$ cat src/design/rps_pkg.sv
package rps_pkg;

  localparam int RPS_LANES = 20;
  localparam int RPS_CNT_W = 2;
  localparam int RPS_AW = 4;
  localparam int RPS_DW = 32;
  localparam int RPS_EV_W = 3;

  // byte addresses of the software registers
  localparam logic [RPS_AW-1:0] RPS_OFF_STATUS = 4'h0;
  localparam logic [RPS_AW-1:0] RPS_OFF_MASK = 4'h4;
  localparam logic [RPS_AW-1:0] RPS_OFF_SYNCED = 4'h8;

  // event bit positions in the status and mask registers
  localparam int RPS_EV_FRAMING = 0;
  localparam int RPS_EV_LFAULT = 1;
  localparam int RPS_EV_SYNCLOSS = 2;

  localparam logic [RPS_EV_W-1:0] RPS_STATUS_RST = 3'h0;
  localparam logic [RPS_EV_W-1:0] RPS_MASK_RST = 3'h0;
  localparam logic [RPS_DW-1:0] RPS_RDATA_RST = 32'h0;
  localparam logic [RPS_CNT_W-1:0] RPS_CNT_RST = 2'h0;

  // per-lane indications from the receive path, same clock
  typedef struct packed {
    logic [RPS_CNT_W-1:0] hdr_err;
    logic hdr_vld;
    logic word_lock;
    logic marker;
  } rps_lane_in_t;

  typedef struct packed {
    logic [RPS_AW-1:0] addr;
    logic [RPS_DW-1:0] wdata;
    logic wr;
    logic rd;
  } rps_bus_req_t;

endpackage

$ cat src/design/rps_top.sv
`timescale 1ns/1ns
// How it works
// - two-bit framing error output per lane, 0..19
// - valid strobe qualifies each lane's error value
// - local fault high if internal or received fault
// - synced bit needs word lock plus lane marker
// - error value counts sync header errors that cycle
module rps_top #(
  parameter int NL = rps_pkg::RPS_LANES
) (
  input wire logic sys_clk,
  input wire logic reset,
  input rps_pkg::rps_lane_in_t [NL-1:0] lane_in,
  input wire logic int_local_fault,
  input wire logic rcv_local_fault,
  input rps_pkg::rps_bus_req_t bus_req,
  output logic [rps_pkg::RPS_DW-1:0] rdata,
  output logic irq,
  output logic [NL-1:0][rps_pkg::RPS_CNT_W-1:0] framing_err,
  output logic [NL-1:0] framing_err_vld,
  output logic local_fault,
  output logic [NL-1:0] synced
);
  import rps_pkg::*;

  logic [RPS_EV_W-1:0] status_r;
  logic [RPS_EV_W-1:0] mask_r;
  logic [RPS_EV_W-1:0] ev;
  logic [RPS_DW-1:0] rdata_r;
  logic irq_r;
  logic local_fault_r;
  logic lf_prev_r;
  logic [NL-1:0] synced_prev_r;
  logic [NL-1:0] err_hit;
  logic [NL-1:0] in_vld;
  logic [NL-1:0] in_lm;
  logic [NL-1:0] in_lock;
  logic rd_status;

  genvar gi;
  generate
    for (gi = 0; gi < NL; gi++) begin : g_lane
      rps_lane u_lane (
        .sys_clk(sys_clk),
        .reset(reset),
        .lane_in(lane_in[gi]),
        .err_cnt_r(framing_err[gi]),
        .err_vld_r(framing_err_vld[gi]),
        .synced_r(synced[gi])
      );
      assign err_hit[gi] = framing_err_vld[gi] && (framing_err[gi] != RPS_CNT_RST);
      assign in_vld[gi] = lane_in[gi].hdr_vld;
      assign in_lock[gi] = lane_in[gi].word_lock;
      assign in_lm[gi] = lane_in[gi].word_lock & lane_in[gi].marker;
    end
  endgenerate

  always_ff @(posedge sys_clk or posedge reset) begin
    if (reset) begin
      local_fault_r <= 1'b0;
    end else begin
      local_fault_r <= int_local_fault | rcv_local_fault;
    end
  end
  assign local_fault = local_fault_r;

  // history for edge-type events
  always_ff @(posedge sys_clk or posedge reset) begin
    if (reset) begin
      lf_prev_r <= 1'b0;
      synced_prev_r <= '0;
    end else begin
      lf_prev_r <= local_fault_r;
      synced_prev_r <= synced;
    end
  end

  always_comb begin
    ev = RPS_STATUS_RST;
    ev[RPS_EV_FRAMING] = |err_hit;
    ev[RPS_EV_LFAULT] = local_fault_r & ~lf_prev_r;
    ev[RPS_EV_SYNCLOSS] = |(synced_prev_r & ~synced);
  end

  assign rd_status = bus_req.rd && (bus_req.addr == RPS_OFF_STATUS);

  // sticky status; a read clears it but a same-cycle event still lands
  always_ff @(posedge sys_clk or posedge reset) begin
    if (reset) begin
      status_r <= RPS_STATUS_RST;
    end else begin
      status_r <= (rd_status ? RPS_STATUS_RST : status_r) | ev;
    end
  end

  always_ff @(posedge sys_clk or posedge reset) begin
    if (reset) begin
      mask_r <= RPS_MASK_RST;
    end else if (bus_req.wr && (bus_req.addr == RPS_OFF_MASK)) begin
      mask_r <= bus_req.wdata[RPS_EV_W-1:0];
    end
  end

  // read data stands only in the cycle after the strobe
  always_ff @(posedge sys_clk or posedge reset) begin
    if (reset) begin
      rdata_r <= RPS_RDATA_RST;
    end else if (!bus_req.rd) begin
      rdata_r <= RPS_RDATA_RST;
    end else begin
      unique case (bus_req.addr)
        RPS_OFF_STATUS: rdata_r <= RPS_DW'(status_r);
        RPS_OFF_MASK: rdata_r <= RPS_DW'(mask_r);
        RPS_OFF_SYNCED: rdata_r <= RPS_DW'(synced);
        default: rdata_r <= RPS_RDATA_RST;
      endcase
    end
  end
  assign rdata = rdata_r;

  always_ff @(posedge sys_clk or posedge reset) begin
    if (reset) begin
      irq_r <= 1'b0;
    end else begin
      irq_r <= |(((rd_status ? RPS_STATUS_RST : status_r) | ev) & mask_r);
    end
  end
  assign irq = irq_r;

  property p_lfault;
    @(posedge sys_clk) disable iff (reset)
      (int_local_fault || rcv_local_fault) |=> local_fault;
  endproperty
  a_lfault: assert property (p_lfault) else $error("local fault not raised");

  property p_lfault_low;
    @(posedge sys_clk) disable iff (reset)
      (!int_local_fault && !rcv_local_fault) [*2] |=> !local_fault;
  endproperty
  a_lfault_low: assert property (p_lfault_low) else $error("local fault stuck");

  property p_vld;
    @(posedge sys_clk) disable iff (reset)
      ##1 framing_err_vld == $past(in_vld);
  endproperty
  a_vld: assert property (p_vld) else $error("valid strobe mismatch");

  property p_cnt_top;
    @(posedge sys_clk) disable iff (reset)
      lane_in[NL-1].hdr_vld |=> framing_err_vld[NL-1]
        && framing_err[NL-1] == $past(lane_in[NL-1].hdr_err);
  endproperty
  a_cnt_top: assert property (p_cnt_top) else $error("top lane count wrong");

  property p_cnt_idle;
    @(posedge sys_clk) disable iff (reset)
      !lane_in[0].hdr_vld |=> framing_err[0] == RPS_CNT_RST;
  endproperty
  a_cnt_idle: assert property (p_cnt_idle) else $error("count without valid");

  property p_sync_lock;
    @(posedge sys_clk) disable iff (reset)
      ##1 (synced & ~$past(in_lock)) == '0;
  endproperty
  a_sync_lock: assert property (p_sync_lock) else $error("synced without lock");

  property p_sync_marker;
    @(posedge sys_clk) disable iff (reset)
      ##1 (synced & $past(in_lm)) == $past(in_lm);
  endproperty
  a_sync_marker: assert property (p_sync_marker) else $error("synced missing");

  property p_rd_clear;
    @(posedge sys_clk) disable iff (reset)
      (rd_status && ev == RPS_STATUS_RST) |=> status_r == RPS_STATUS_RST
        && rdata == RPS_DW'($past(status_r));
  endproperty
  a_rd_clear: assert property (p_rd_clear) else $error("status not cleared");

  property p_sync_level;
    @(posedge sys_clk) disable iff (reset)
      ##1 synced == (($past(in_lock) & $past(synced)) | $past(in_lm));
  endproperty
  a_sync_level: assert property (p_sync_level) else $error("synced level wrong");

  // status bits stay set until software reads them
  property p_sticky;
    @(posedge sys_clk) disable iff (reset)
      !rd_status |=> (status_r & $past(status_r)) == $past(status_r);
  endproperty
  a_sticky: assert property (p_sticky) else $error("status bit lost");

  property p_set_wins;
    @(posedge sys_clk) disable iff (reset)
      ev != RPS_STATUS_RST |=> (status_r & $past(ev)) == $past(ev);
  endproperty
  a_set_wins: assert property (p_set_wins) else $error("event not recorded");

  property p_irq_level;
    @(posedge sys_clk) disable iff (reset)
      ##1 irq == |(status_r & $past(mask_r));
  endproperty
  a_irq_level: assert property (p_irq_level) else $error("interrupt level wrong");

  property p_mask_wr;
    @(posedge sys_clk) disable iff (reset)
      (bus_req.wr && bus_req.addr == RPS_OFF_MASK)
        |=> mask_r == $past(bus_req.wdata[RPS_EV_W-1:0]);
  endproperty
  a_mask_wr: assert property (p_mask_wr) else $error("mask write lost");

  property p_rdata_idle;
    @(posedge sys_clk) disable iff (reset)
      !bus_req.rd |=> rdata == RPS_RDATA_RST;
  endproperty
  a_rdata_idle: assert property (p_rdata_idle) else $error("read data not cleared");

  property p_rd_synced;
    @(posedge sys_clk) disable iff (reset)
      (bus_req.rd && bus_req.addr == RPS_OFF_SYNCED) |=> rdata == RPS_DW'($past(synced));
  endproperty
  a_rd_synced: assert property (p_rd_synced) else $error("synced read wrong");

  c_err: cover property (@(posedge sys_clk) disable iff (reset) |err_hit);
  c_lf: cover property (@(posedge sys_clk) disable iff (reset) $rose(local_fault));
  c_sync_all: cover property (@(posedge sys_clk) disable iff (reset) &synced);
  c_irq: cover property (@(posedge sys_clk) disable iff (reset) $rose(irq));

endmodule

$ cat src/design/rps_lane.sv
`timescale 1ns/1ns
module rps_lane (
  input wire logic sys_clk,
  input wire logic reset,
  input rps_pkg::rps_lane_in_t lane_in,
  output logic [rps_pkg::RPS_CNT_W-1:0] err_cnt_r,
  output logic err_vld_r,
  output logic synced_r
);
  import rps_pkg::*;

  logic marker_seen_r;

  // framing error count and its strobe; count forced to zero when not valid
  always_ff @(posedge sys_clk or posedge reset) begin
    if (reset) begin
      err_cnt_r <= RPS_CNT_RST;
      err_vld_r <= 1'b0;
    end else begin
      err_vld_r <= lane_in.hdr_vld;
      err_cnt_r <= lane_in.hdr_vld ? lane_in.hdr_err : RPS_CNT_RST;
    end
  end

  // marker memory lives only while the lane keeps word lock
  always_ff @(posedge sys_clk or posedge reset) begin
    if (reset) begin
      marker_seen_r <= 1'b0;
    end else if (!lane_in.word_lock) begin
      marker_seen_r <= 1'b0;
    end else if (lane_in.marker) begin
      marker_seen_r <= 1'b1;
    end
  end

  always_ff @(posedge sys_clk or posedge reset) begin
    if (reset) begin
      synced_r <= 1'b0;
    end else begin
      synced_r <= lane_in.word_lock & (marker_seen_r | lane_in.marker);
    end
  end

endmodule

$ cat config.mk
export PLATFORM = sky130hd
export DESIGN_NAME = rps_top
export DESIGN_NICKNAME = d
export VERILOG_FILES = /design/src/design/rps_pkg.sv /design/src/design/rps_top.sv /design/src/design/rps_lane.sv
export SDC_FILE = /design/constraint.sdc
export NUM_CORES = 1
export LEC_CHECK = 0
export ABC_AREA = 1
export BUFFER_PORTS_ARGS = -buffer_cell sky130_fd_sc_hd__buf_2
export CAP_MARGIN = 20
export CORE_ASPECT_RATIO = 1.75
export CORE_MARGIN = 2
export CORE_UTILIZATION = 35
export DETAILED_ROUTE_END_ITERATION = 8
export SLEW_MARGIN = 20
export SYNTH_ARGS = -nofsm -noshare
export SYNTH_HDL_FRONTEND = slang
export SYNTH_SLANG_ARGS = --single-unit
$ cat constraint.sdc
create_clock -name sys_clk -period 6.9 [get_ports sys_clk]
set_clock_uncertainty 0.2 [all_clocks]
set_input_delay 0.345 -clock sys_clk [delete_from_list [all_inputs] [get_ports sys_clk]]
set_output_delay 0.345 -clock sys_clk [all_outputs]
set_load 0.02 [all_outputs]
==> flow_summary.ini <==
[outcome]
outcome = complete, no violations

[timing]
max_freq_ghz = 0.4510
tightest_slew_ns = 0.9600
rsz0062_at_grt = false
setup_tns_ns = 0
relSlewSlack = 0.3600
finalHoldViolations = 0
fin_crit_sh = 0.3214
min_period_ns = 2.218
slew_viol_final = 0
setup_viol = 0

[setup_path]
r2r_cells = 9
cp-end-kind = async pin
crit_slowest_cell = buf_4
cp_cell_sequence = dlygate4sd3_1 > buf_2 > inv_6 > buf_4
startpoint_type = input pin
critPathArrivalTime_ns = 2.41
slowest_delay_ns = 0.87
critical_path_required_ns = 7.09
cp_max_fo = 79
crit_type = in -> async

[finish]
fill_cells = 1340
drive_gt1_frac = 0.3247
seqCellArea_um2 = 3729
nets = 942
utilization = 0.5424
layout_common_cells = buf_2, dfrtp_1, dlygate4sd3_1, nand2_1, inv_1
antenna_cells = 0
area_delta_synth_final_pct = 52.38
final_common_cell = buf_2
multi_input_area_um2 = 1100

[job]
drv_cap = 0

[clock_tree]
cts_tree = done
insertion_delay_ns = 0.41
post_cts_resize_count = 0
cts_buffers = 17
htreeDepth = 4
clk_pin_slew_worst_paths_ns = 0.06
clock_path_buffers = 2
ctsHoldBuffers = 127
post_cts_buffers = 0
cts.sinks = 149
cts-root-buf = clkbuf_16

[power_and_ir_drop]
p_sw_uw = 521.6
p_seq_frac = 0.436
cellLeakagePower_nw = 4.585
ir_drop_mv = 0.1395
power_density_nw_per_um2 = 261.8
internal_power_mw = 1.654
clockPowerShare = 0.448
combPwrFrac = 0.116
swShare = 0.2398

[global_routing]
grt_pass1_vias = 4509
overflow = 0
grt_pass1_wl_um = 21270
grt_max_degree = 80
track_usage = 0.1633
antenna_found_initial = 0

[floorplanning]
die-area_um2 = 16630
ios = 256
die_h_um = 169.1
start_util = 0.3560
fp.coreArea_um2 = 15310
die_x_um = 98.34
rows = 60

[worst_hold_path]
min_path_type = in -> reg
holdPathStages = 3

[place]
dp_hpwl_um = 8830
io_buffers = 214
globalplace.congestion = 0.7683

[detailed_routing]
wl_um = 13380
drtAntennaViolNets = 0
vias = 4220
wl_per_cell_um = 13.39
drc_errors = 0
drtIter0Drc = 109
dr.pass1.iters = 4
vias_per_cell = 4.224

[yosys]
syn_area_um2 = 5451
ys_ff_latch = 149
syn_inst = 481
ys_seq_area_frac = 0.6840
yosysUniqueCellTypes = 22
syn_area_per_cell_um2 = 11.33
yosysWarningCount = 0
==> worst paths after layout <==
path	end	slack, ns	start
setup / recovery	g_lane[5].u_lane.synced_r	4.68	reset
hold / removal	mask_r[1]	0.06	bus_req[1]
setup reg to reg	irq	5.35	g_lane[17].u_lane.synced_r
hold reg to reg	synced_prev_r[5]	0.19	g_lane[5].u_lane.synced_r
max in group sys_clk	local_fault	5.20	int_local_fault
min in group asynchronous	g_lane[19].u_lane.err_vld_r	0.39	reset
==> layout make-up <==
class,instances,area share
clock buffer,18,0.05166
clock inverter,14,0.02395
inverter,70,0.03223
multi-input combinational,220,0.1324
sequential,149,0.4489
tap,186,0.02802
timing repair buffer,342,0.2829
==> sequential cells by signal (all words and copies together) (netlist names) <==
| register | cells |
|---|---|
| g_lane.u_lane.err_cnt_r | 40 |
| g_lane.u_lane.err_vld_r | 20 |
| g_lane.u_lane.marker_seen_r | 20 |
| g_lane.u_lane.synced_r | 20 |
| irq | 1 |
| lf_prev_r | 1 |
| local_fault | 1 |
| mask_r | 3 |
| rdata | 20 |
| status_r | 3 |
| synced_prev_r | 20 |
==> cells in the mapped netlist <==
master,instances,area share
buf_4,52,0.072
a21oi_1,3,0.0028
conb_1,1,0.00069
nand4_1,2,0.0023
nor4_4,1,0.0039
nand2_4,1,0.0021
mux2_2,2,0.0041
and2_1,2,0.0023
nand2_2,1,0.0011
or2_2,1,0.0011
inv_2,1,0.00069
nor2_1,22,0.015
inv_1,69,0.048
o21ai_0,20,0.018
nand2_1,97,0.067
dfrtp_1,149,0.68
nor2_4,1,0.0021
nor2_2,9,0.010
o211ai_1,1,0.0014
nand3_1,5,0.0046
buf_6,1,0.0021
o21a_1,40,0.055
==> power by group through the flow <==
| stage | clock (mW) | combinational [mW] | sequential [mW] |
|---|---|---|---|
| 4_1_cts | 1.00 | 0.254 | 0.948 |
| 3_3_place_gp | 0 | 0.191 | 0.962 |
| 3_5_place_dp | 0 | 0.195 | 0.964 |
| 2_1_floorplan | 0 | 0.113 | 0.977 |
| 5_1_grt | 1.04 | 0.276 | 0.954 |
| 6_report | 0.974 | 0.252 | 0.949 |
==> routing by layer <==
layer,vias up,wire length (µm),track usage
met3,17,668,0.03799
met2,152,7758,0.3138
met5,-,0,0
li1,2049,-,-
met4,0,310,0.07028
met1,2002,4643,0.1644
==> critical path, delay by kind of cell <==
family	cells	cell delay [ns]
buf+inv	4	2.00
==> stage by stage <==
step                      cells  total power, mW  setup WS (ns)  cell area (µm²)  hold slack, ns
final                       999            2.175          4.682             8307         0.06471
after global routing        999            2.272          4.356             8307         0.06492
after CTS                   999            2.206          4.577             8307         0.04681
after detailed placement    840            1.159          4.690             6407          0.1840
after global placement      840            1.153          4.758             6407          0.1817
after floorplan             492            1.090          2.347             5493          0.1749
==> cells by family (layout without fill, tap and decap cells) <==
family	count (synthesis)	in the layout	share of synthesized area
simple gates	142	142	0.1118
buf+inv	123	444	0.1219
flops	149	149	0.6840
compound gates	64	64	0.07758
other cells	1	12	0.0006879
mux	2	2	0.004131
Power figures use the tool's default switching activity.
